## config.mk

```make
export PLATFORM = sky130hd
export DESIGN_NAME = port_event_status_irq
export DESIGN_NICKNAME = d
export VERILOG_FILES = /design/src/inc/port_event_pkg.sv /design/src/hdl/port_event_status_irq.sv
export SDC_FILE = /design/constraint.sdc
export NUM_CORES = 2
export LEC_CHECK = 0
export ABC_AREA = 1
export BUFFER_PORTS_ARGS = -buffer_cell sky130_fd_sc_hd__buf_2
export CORE_UTILIZATION = 50
export DETAILED_ROUTE_END_ITERATION = 10
export PLACE_DENSITY_LB_ADDON = 0.2
export SETUP_SLACK_MARGIN = 0.02
export SLEW_MARGIN = 20
export SYNTH_ARGS = -nofsm -noshare
export SYNTH_HDL_FRONTEND = slang
export SYNTH_SLANG_ARGS = --single-unit
```

## constraint.sdc

```tcl
create_clock -name clock -period 19.98 [get_ports clock]
set_input_delay 0.999 -clock clock [delete_from_list [all_inputs] [get_ports clock]]
set_output_delay 0.999 -clock clock [all_outputs]
set_load 0.01 [all_outputs]
```

## src/inc/port_event_pkg.sv

```systemverilog
package port_event_pkg;

    // ------------------------------------------------------------
    // banks and register numbers
    // ------------------------------------------------------------
    localparam logic [4:0] BANK_STATUS = 5'h01;
    localparam logic [4:0] BANK_CONTROL = 5'h02;
    localparam logic [4:0] BANK_RESET = 5'h00;
    localparam logic [4:0] REG_RESET = 5'h00;

    localparam logic [4:0] REG_TP_PARTITION = 5'h00;
    localparam logic [4:0] REG_AUI_PARTITION = 5'h01;
    localparam logic [4:0] REG_TP_LINK = 5'h02;
    localparam logic [4:0] REG_AUI_LOOPBACK = 5'h03;
    localparam logic [4:0] REG_AUI_SQE = 5'h05;
    localparam logic [4:0] REG_TP_SRC_CHANGE = 5'h06;
    localparam logic [4:0] REG_AUI_SRC_CHANGE = 5'h07;
    localparam logic [4:0] REG_TP_SRC_MATCH = 5'h08;
    localparam logic [4:0] REG_AUI_SRC_MATCH = 5'h09;

    // ------------------------------------------------------------
    // command byte layout and field positions
    // ------------------------------------------------------------
    localparam int CMD_REG_SELECT_BIT = 7;
    localparam int AUI_FLAG_BIT = 7;
    localparam int AUI_PORT_INDEX = 8;

    // ------------------------------------------------------------
    // reset values
    // ------------------------------------------------------------
    localparam logic [7:0] CONTROL_RESET = 8'h00;
    localparam logic [7:0] STATUS_RESET = 8'h00;
    localparam logic [7:0] UNMAPPED_READ = 8'h00;

    // ------------------------------------------------------------
    // sizes
    // ------------------------------------------------------------
    localparam int TP_PORT_COUNT = 8;
    localparam int SRC_ADDR_WIDTH = 48;

endpackage

```

## src/hdl/port_event_status_irq.sv

```systemverilog
`timescale 1ns/1ns

// Notes on behaviour
// partition entry or exit sets port flag
// status registers read-only, cleared by read
// aui status only top bit carries flag
// tp link pass/fail change sets bit
// aui loopback failure sets loopback error flag
// loopback and sqe invalid on older repeater
// loopback flag re-sets on next transmission
// sqe test seen sets flag, every packet
// source address change sets tp/aui bit
// first frame per port flags address change
// source address match sets receiving port bit
// bank two selects read/write control registers
// control bit one enables; reset clears all
// hardware reset disables irqs, clears status
// clearing enable drops interrupt output immediately
// partition enables: tp byte, aui top bit
// host writes zero to aui reserved bits
// link enable with status drives interrupt
// loopback enable interrupts on each error
// sqe enable interrupts on each error
// source change enables: tp byte, aui bit
// unwritten last address taken from first frame
// host may preload last source address
// global enable off masks, output undriven
// interrupt when status, enable, global set
// event during read-clear stays set
module port_event_status_irq
    import port_event_pkg::*;
#(
    parameter int TP_PORTS = TP_PORT_COUNT
)
(
    input wire logic clock,
    input wire logic rst,
    input wire logic hostSelData,
    input wire logic hostWr,
    input wire logic hostRd,
    input wire logic [7:0] hostWrData,
    output logic [7:0] hostRdData,
    input wire logic [7:0] tpPartitioned,
    input wire logic auiPartitioned,
    input wire logic [7:0] tpLinkPass,
    input wire logic auiLoopbackFail,
    input wire logic auiSqeSeen,
    input wire logic repeaterIsPlus,
    input wire logic frameValid,
    input wire logic [3:0] framePort,
    input wire logic [SRC_ADDR_WIDTH-1:0] frameSrcAddr,
    input wire logic [SRC_ADDR_WIDTH-1:0] matchAddr,
    input wire logic lastSrcAddrLoad,
    input wire logic [3:0] lastSrcAddrPort,
    input wire logic [SRC_ADDR_WIDTH-1:0] lastSrcAddrValue,
    input wire logic irqGlobalEnable,
    input wire logic srcMatchIrqEnable,
    output logic intOutN,
    output logic intOe
);

    generate
        if (TP_PORTS != TP_PORT_COUNT)
        begin : g_check
            $error("tp port count must be eight");
        end
    endgenerate

    // ------------------------------------------------------------
    // state
    // ------------------------------------------------------------
    typedef struct packed {
        logic [4:0] bank;
        logic [4:0] regSel;
        logic primed;
        logic [8:0] partPrev;
        logic [7:0] linkPrev;
        logic [8:0] partChg;
        logic [7:0] linkChg;
        logic loopErr;
        logic sqeErr;
        logic [8:0] srcChg;
        logic [8:0] srcMatch;
        logic [8:0] partEn;
        logic [7:0] linkEn;
        logic loopEn;
        logic sqeEn;
        logic [8:0] srcChgEn;
        logic [8:0] lsaKnown;
        logic [8:0][SRC_ADDR_WIDTH-1:0] lastSrcAddr;
        logic [7:0] rdData;
        logic intOutN;
        logic intOe;
    } state_s;

    state_s s_r;
    state_s s_nxt;

    // ------------------------------------------------------------
    // helpers
    // ------------------------------------------------------------
    function automatic logic [7:0] auiByte(input logic flag);
        auiByte = {flag, 7'h00};
    endfunction

    function automatic logic [7:0] statusByte(input state_s st, input logic [4:0] r, input logic plus);
        logic [7:0] b;
        b = UNMAPPED_READ;
        if (r == REG_TP_PARTITION)
            b = st.partChg[7:0];
        else if (r == REG_AUI_PARTITION)
            b = auiByte(st.partChg[AUI_PORT_INDEX]);
        else if (r == REG_TP_LINK)
            b = st.linkChg;
        else if (r == REG_AUI_LOOPBACK)
            b = plus ? auiByte(st.loopErr) : UNMAPPED_READ;
        else if (r == REG_AUI_SQE)
            b = plus ? auiByte(st.sqeErr) : UNMAPPED_READ;
        else if (r == REG_TP_SRC_CHANGE)
            b = st.srcChg[7:0];
        else if (r == REG_AUI_SRC_CHANGE)
            b = auiByte(st.srcChg[AUI_PORT_INDEX]);
        else if (r == REG_TP_SRC_MATCH)
            b = st.srcMatch[7:0];
        else if (r == REG_AUI_SRC_MATCH)
            b = auiByte(st.srcMatch[AUI_PORT_INDEX]);
        statusByte = b;
    endfunction

    function automatic logic [7:0] controlByte(input state_s st, input logic [4:0] r);
        logic [7:0] b;
        b = UNMAPPED_READ;
        if (r == REG_TP_PARTITION)
            b = st.partEn[7:0];
        else if (r == REG_AUI_PARTITION)
            b = auiByte(st.partEn[AUI_PORT_INDEX]);
        else if (r == REG_TP_LINK)
            b = st.linkEn;
        else if (r == REG_AUI_LOOPBACK)
            b = auiByte(st.loopEn);
        else if (r == REG_AUI_SQE)
            b = auiByte(st.sqeEn);
        else if (r == REG_TP_SRC_CHANGE)
            b = st.srcChgEn[7:0];
        else if (r == REG_AUI_SRC_CHANGE)
            b = auiByte(st.srcChgEn[AUI_PORT_INDEX]);
        controlByte = b;
    endfunction

    function automatic logic pending(input state_s st, input logic matchEn);
        pending = |(st.partChg & st.partEn) | |(st.linkChg & st.linkEn)
            | (st.loopErr & st.loopEn) | (st.sqeErr & st.sqeEn)
            | |(st.srcChg & st.srcChgEn) | (|st.srcMatch & matchEn);
    endfunction

    // ------------------------------------------------------------
    // next state
    // ------------------------------------------------------------
    logic [8:0] partNow;
    logic [8:0] partEvt;
    logic [7:0] linkEvt;
    logic [8:0] srcChgEvt;
    logic [8:0] srcMatchEvt;
    logic loopEvt;
    logic sqeEvt;
    logic statusRead;
    logic controlWrite;

    always_comb
    begin
        s_nxt = s_r;
        partNow = {auiPartitioned, tpPartitioned};
        partEvt = {9{s_r.primed}} & (partNow ^ s_r.partPrev);
        linkEvt = {8{s_r.primed}} & (tpLinkPass ^ s_r.linkPrev);
        loopEvt = auiLoopbackFail & repeaterIsPlus;
        sqeEvt = auiSqeSeen & repeaterIsPlus;
        srcChgEvt = 9'h000;
        srcMatchEvt = 9'h000;
        s_nxt.primed = 1'b1;
        s_nxt.partPrev = partNow;
        s_nxt.linkPrev = tpLinkPass;

        if (lastSrcAddrLoad && lastSrcAddrPort <= 4'(AUI_PORT_INDEX))
        begin
            s_nxt.lastSrcAddr[lastSrcAddrPort] = lastSrcAddrValue;
            s_nxt.lsaKnown[lastSrcAddrPort] = 1'b1;
        end
        if (frameValid && framePort <= 4'(AUI_PORT_INDEX))
        begin
            srcChgEvt[framePort] = !s_r.lsaKnown[framePort]
                || s_r.lastSrcAddr[framePort] != frameSrcAddr;
            srcMatchEvt[framePort] = frameSrcAddr == matchAddr;
            s_nxt.lastSrcAddr[framePort] = frameSrcAddr;
            s_nxt.lsaKnown[framePort] = 1'b1;
        end

        if (hostWr && !hostSelData)
        begin
            if (hostWrData[CMD_REG_SELECT_BIT])
                s_nxt.regSel = hostWrData[4:0];
            else
                s_nxt.bank = hostWrData[4:0];
        end

        controlWrite = hostWr && hostSelData && s_r.bank == BANK_CONTROL;
        if (controlWrite)
        begin
            if (s_r.regSel == REG_TP_PARTITION)
                s_nxt.partEn[7:0] = hostWrData;
            else if (s_r.regSel == REG_AUI_PARTITION)
                s_nxt.partEn[AUI_PORT_INDEX] = hostWrData[AUI_FLAG_BIT];
            else if (s_r.regSel == REG_TP_LINK)
                s_nxt.linkEn = hostWrData;
            else if (s_r.regSel == REG_AUI_LOOPBACK)
                s_nxt.loopEn = hostWrData[AUI_FLAG_BIT];
            else if (s_r.regSel == REG_AUI_SQE)
                s_nxt.sqeEn = hostWrData[AUI_FLAG_BIT];
            else if (s_r.regSel == REG_TP_SRC_CHANGE)
                s_nxt.srcChgEn[7:0] = hostWrData;
            else if (s_r.regSel == REG_AUI_SRC_CHANGE)
                s_nxt.srcChgEn[AUI_PORT_INDEX] = hostWrData[AUI_FLAG_BIT];
        end

        statusRead = hostRd && hostSelData && s_r.bank == BANK_STATUS;
        if (hostRd && hostSelData)
        begin
            if (s_r.bank == BANK_STATUS)
                s_nxt.rdData = statusByte(s_r, s_r.regSel, repeaterIsPlus);
            else if (s_r.bank == BANK_CONTROL)
                s_nxt.rdData = controlByte(s_r, s_r.regSel);
            else
                s_nxt.rdData = UNMAPPED_READ;
        end
        if (statusRead)
        begin
            if (s_r.regSel == REG_TP_PARTITION)
                s_nxt.partChg[7:0] = STATUS_RESET;
            else if (s_r.regSel == REG_AUI_PARTITION)
                s_nxt.partChg[AUI_PORT_INDEX] = 1'b0;
            else if (s_r.regSel == REG_TP_LINK)
                s_nxt.linkChg = STATUS_RESET;
            else if (s_r.regSel == REG_AUI_LOOPBACK)
                s_nxt.loopErr = 1'b0;
            else if (s_r.regSel == REG_AUI_SQE)
                s_nxt.sqeErr = 1'b0;
            else if (s_r.regSel == REG_TP_SRC_CHANGE)
                s_nxt.srcChg[7:0] = STATUS_RESET;
            else if (s_r.regSel == REG_AUI_SRC_CHANGE)
                s_nxt.srcChg[AUI_PORT_INDEX] = 1'b0;
            else if (s_r.regSel == REG_TP_SRC_MATCH)
                s_nxt.srcMatch[7:0] = STATUS_RESET;
            else if (s_r.regSel == REG_AUI_SRC_MATCH)
                s_nxt.srcMatch[AUI_PORT_INDEX] = 1'b0;
        end

        // set after clear so a same-cycle event survives
        s_nxt.partChg = s_nxt.partChg | partEvt;
        s_nxt.linkChg = s_nxt.linkChg | linkEvt;
        s_nxt.loopErr = s_nxt.loopErr | loopEvt;
        s_nxt.sqeErr = s_nxt.sqeErr | sqeEvt;
        s_nxt.srcChg = s_nxt.srcChg | srcChgEvt;
        s_nxt.srcMatch = s_nxt.srcMatch | srcMatchEvt;

        s_nxt.intOutN = !(irqGlobalEnable && pending(s_nxt, srcMatchIrqEnable));
        s_nxt.intOe = irqGlobalEnable;
    end

    // ------------------------------------------------------------
    // registers
    // ------------------------------------------------------------
    always_ff @(posedge clock or posedge rst)
    begin
        if (rst)
        begin
            s_r <= '0;
            s_r.bank <= BANK_RESET;
            s_r.regSel <= REG_RESET;
            s_r.rdData <= UNMAPPED_READ;
            s_r.intOutN <= 1'b1;
        end
        else
        begin
            s_r <= s_nxt;
        end
    end

    assign hostRdData = s_r.rdData;
    assign intOutN = s_r.intOutN;
    assign intOe = s_r.intOe;
endmodule

```

Word level (Yosys, flattened, before mapping)
Index checks and enable logic that the tools add are counted.
{"block": "totals", "regBits": 544, "input_bits": 189, "output_inout_bits": 10, "wordCells": 169}
{"block": "op_classes", "magnitude_cmp": 6, "n_eq_ne": 12, "n_mux": 73, "bitwise_logic": 28, "n_reduce_logical": 21}
{"op": "441-bit 2-to-1 mux", "count": 2}
{"op": "432-bit bitwise mux", "count": 2}
{"op": "48-bit demux with 4-bit select", "count": 2}
{"op": "8-bit 2-to-1 mux", "count": 27}
{"op": "48-bit binary-select mux with 4-bit select", "count": 1}
{"op": "48-bit 2-to-1 mux", "count": 3}
{"op": "28-bit 2-to-1 mux", "count": 3}
{"op": "19-bit 2-to-1 mux", "count": 3}
{"op": "48-bit == test", "count": 1}
{"op": "48-bit inequality test", "count": 1}
{"op": "9-bit bitwise AND", "count": 5}
{"op": "9-bit 2-to-1 mux", "count": 5}
{"op": "9-bit bitwise OR", "count": 5}
{"op": "37-bit 2-to-1 mux", "count": 1}
{"op": "9-bit OR reduction", "count": 3}
{"op": "20-bit 2-to-1 mux", "count": 1}
{"op": "18-bit 2-to-1 mux", "count": 1}
{"op": "1-bit 2-to-1 mux", "count": 17}
{"op": "8-bit bitwise AND", "count": 2}
{"op": "5-bit by 2-bit == test with 1-bit output, second input constant", "count": 3}
{"op": "5-bit by 3-bit == test with 1-bit output, second input constant", "count": 3}
{"op": "11-bit 2-to-1 mux", "count": 1}
{"op": "5-bit by 1-bit == test with 1-bit output, second input constant", "count": 2}
{"op": "5-bit by 4-bit == test with 1-bit output, second input constant", "count": 2}
{"op": "18 further kinds", "count": 44}

Longest topological paths before layout
{"block": "depth", "depth_word": 21, "mapped_depth": 25, "depth_no_buf": 22}

Worst setup path before layout
No wires, ideal clock.
{"block": "synth_timing", "kind": "input -> register", "start": "input framePort[1]", "end": "register intOutN (netlist name)", "setup_time_ns": 0.060, "t_arrival_ns": 2.807, "required_ns": 19.920, "setup_slack_ns": 17.113, "path_stages": 22, "n_path_buf": 3, "cell_sequence": "buf_4 -> inv_2 -> nor2_1 -> buf_4 -> buf_4 -> a21oi_1 -> nand2_1 -> nand2_1 -> nand3_1 -> nand2_1 -> o21ai_0 -> nor2_1 -> nand3_1 -> nor2_1 -> nand2_2 -> nand2_1 -> nand2_1 -> nand2_1 -> nand2_1 -> nor2_1 -> nand3_1 -> nand2_1"}
{"element": "start, declared", "line_no": "port_event_status_irq.sv:50", "text": "input wire logic [3:0] framePort,"}

==> flow_metrics.py <==
metrics = {
    "cts": {
        "cts_resized": 0,
        "clkTransAtPathRegs_ns": 0.06,
        "htree_levels": 2,
        "clk-insertion-delay-late_ns": 0.64,
        "root_buffer": "clkbuf_16",
        "cts_made_buffers": 59,
        "cts_buffer_depth": 3,
        "holdBufCountCts": 0,
        "cts_setup_buffers": 0,
        "cts_tree": "yes",
        "clock-sinks": 544,
    },
    "routing": {
        "wire_per_inst_microns": 23.1,
        "vias_per_cell": 6.14,
        "drt_iter0_drc": 3585,
        "postRouteAntennaNets": 0,
        "drt-total-wl_mm": 113,
        "drc_errors": 0,
        "vias": 30100,
        "dr.pass1.iters": 6,
    },
    "power_and_ir_drop": {
        "p_leak_nw": 15.7,
        "power_density_nw_per_um2": 99.4,
        "vdd.ir_drop.worst_mv": 0.0732,
    },
    "synthesis": {
        "synth_edf_count": 0,
        "syn-instance-count": 4064,
        "syn_area_per_cell_sq_um": 7.32,
        "yosys.area.top_type": "dfrtp_1",
        "yosysSeqAreaShare_pct": 45.8,
        "netlist_top_cells_area": "dfrtp_1, nand2_1, o21ai_0, a21oi_1, nor2_1",
        "yosysWarnings": 0,
        "synth_top_area_share_pct": 45.7,
        "ys_async_sr_fraction_pct": 100,
        "synth_cell_type_count": 40,
        "synth.ff_latch_count": 544,
        "synth_area_sq_um": 29700,
        "synth_nets": 4253,
        "synthFlopType": "dfrtp_1",
    },
    "sta": {
        "fmax_mhz": 194,
        "rsz0062_at_grt": "false",
        "maxSlewHeadroom_pct": 23.6,
        "tightest_slew_ns": 1.15,
        "setup_violations": 0,
        "final_hold_viol_count": 0,
        "finClkSkew_ns": 0.0231,
        "timing.final.crit_period_ns": 5.16,
        "post-route-period-util_pct": 25.8,
        "setup_slack_ns": 14.82,
        "slew_viol_final": 0,
        "tns_ns": 0,
    },
    "worst_setup_path": {
        "worstPathArrival_ns": 5.74,
        "reg2reg_depth": 15,
        "cp.required_ns": 20.56,
        "critPathCaptureType": "register",
        "cp_max_fo": 47,
        "cp-start-kind": "input pin",
        "critPathKind": "in -> reg",
    },
    "die": {
        "initial_utilization_pct": 50.5,
        "die_area_sq_um": 60500,
        "die_y_microns": 246,
        "core_sq_um": 58900,
        "num_rows": 89,
        "die_w_microns": 246,
        "ios": 199,
    },
    "global_routing": {
        "track_usage_pct": 37.3,
        "gr-usage-met2_pct": 55.9,
        "use_met1_pct": 51.9,
        "grt_max_degree": 166,
        "grt.busiest_layer": "met2",
        "grt_pass1_vias": 28000,
        "grt_pass1_wl_mm": 172,
        "antenna_found_initial": 4,
        "met3_usage_pct": 7.70,
        "grt_overflow": 0,
    },
    "layout": {
        "post-route-util_pct": 56.1,
        "layout-drive-gt1-share_pct": 9.39,
        "area_delta_synth_final_pct": 11.1,
        "fin_nets": 4274,
    },
    "hold_path": {
        "hold_path.class": "reg -> reg",
        "whs_path_depth": 2,
    },
    "placed_design": {
        "io_buffer_count": 198,
        "place.gp.congestion": 0.923,
        "preCtsSetupSlack_ns": 14.38,
        "hpwl_mm": 66.4,
    },
    "flow_run": {
        "cap_violations": 0,
    },
    "run_status": {
        "outcome": "finished clean",
    },
}
-- power breakdown --
part / total (W) / switching, W / internal (W) / leakage, nW
sequential: 0.00146 / 0.000122 / 0.00134 / 6.39
combinational: 0.000662 / 0.000419 / 0.000244 / 8.35
clock: 0.00116 / 0.000479 / 0.000685 / 1.01
total: 0.00329 / 0.00102 / 0.00227 / 15.7
-- critical path, cell delays in order --
cell	delay [ns]
buf_2	0.10
buf_4	0.27
inv_2	0.47
buf_4	0.73
nand2_2	0.79
inv_1	0.61
nand2_1	0.09
nand4_1	0.09
nand2_1	0.06
nand3_1	0.15
o21ai_0	0.10
nor2_1	0.12
nand3_1	0.14
nor2_1	0.17
nand2_2	0.19
nand2_1	0.11
nand2_1	0.09
nand2_1	0.06
nand2_1	0.05
nor2_1	0.10
nand3_1	0.09
nand2_1	0.07
-- cells by family (layout without fill, tap and decap cells) --
kind of cell / Yosys count / count (layout) / share of synthesized area (%)
simple gates: 1649 / 1649 / 21.9
compound gates: 1266 / 1266 / 23.5
buf+inv: 566 / 634 / 7.70
flops: 544 / 544 / 45.8
xor+xnor: 38 / 38 / 1.12
other cells: 1 / 3 / 0.0126
-- layout by cell type, fill, tap and decap left out, types with 4 or more instances in the layout --
| cell type | n |
|---|---|
| nand2_1 | 1164 |
| o21ai_0 | 545 |
| dfrtp_1 | 543 |
| a21oi_1 | 403 |
| nor2_1 | 291 |
| inv_1 | 269 |
| buf_2 | 197 |
| o22ai_1 | 111 |
| a211oi_1 | 95 |
| nand3_1 | 86 |
| clkbuf_16 | 60 |
| nand4_1 | 57 |
| o211ai_1 | 52 |
| buf_4 | 40 |
| xnor2_1 | 19 |
| xor2_1 | 18 |
| clkinv_2 | 16 |
| o21ai_1 | 16 |
| clkbuf_8 | 16 |
| nor2_4 | 14 |
| a221oi_1 | 14 |
| nor3_1 | 13 |
| clkbuf_1 | 11 |
| a22oi_1 | 9 |
| nand2_2 | 7 |
| inv_2 | 7 |
| bufinv_16 | 6 |
| or2_2 | 5 |
| a22o_1 | 5 |
| clkinv_1 | 4 |
| o21a_1 | 4 |
-- cell type report --
class	instances	area [sq um]
well taps	773	967
repair buffers	241	1340
clock buffers	87	1760
diodes	2	5.00
multi-input cells	2954	14000
inverters	285	1080
fillers	5644	25900
flip-flops and latches	544	13600
clock inverters	21	270
-- synthesized netlist by cell type, drive strengths merged (3+ instances only) --
library cell	count
o21a	4
nand3	89
o22ai	111
a211oi	95
a32o	3
o211ai	52
a31oi	3
clkbuf	209
nand2	1171
a22o	5
nor3	16
xnor2	20
nor2	308
or2	5
a221oi	14
clkinv	6
buf	72
a22oi	9
nand4	57
o21ai	561
dfrtp	543
xor2	18
inv	279
a21oi	403
-- metrics by stage --
stage,hold WS (ns),cell area [sq um],power [W],cells
4_1_cts,0.464,33000,0.00327,4905
6_report,0.467,33000,0.00329,4907
3_3_place_gp,0.446,31000,0.00210,4797
5_1_grt,0.476,33000,0.00344,4907
2_1_floorplan,0.435,29700,0.00191,4064
3_5_place_dp,0.452,31000,0.00211,4797
-- layer usage --
layer	vias to the layer above	wire [microns]
li1	13700	-
met2	1939	48800
met4	2	5530
met5	-	13
met1	14200	46100
met3	324	13000
-- state kept, by name, summed over array words and instances, names as in the netlist --
register    count
s_r           534
hostRdData      8
intOe           1
intOutN         1
-- path summary, 6_finish.rpt --
kind | slack [ns] | start | to
max | 14.82 | framePort[1] | intOutN$_DFF_PP1_
min | 0.47 | s_r[449]$_DFF_PP0_ | s_r[449]$_DFF_PP0_
max reg2reg | 16.44 | s_r[538]$_DFFE_PP0P_ | intOutN$_DFF_PP1_
min reg2reg | 0.47 | s_r[449]$_DFF_PP0_ | s_r[449]$_DFF_PP0_
max in group asynchronous | 17.88 | rst | s_r[447]$_DFF_PP0_
min in group asynchronous | 0.51 | rst | s_r[100]$_DFF_PP0_
No activity file was read; power rests on OpenSTA's default activity.
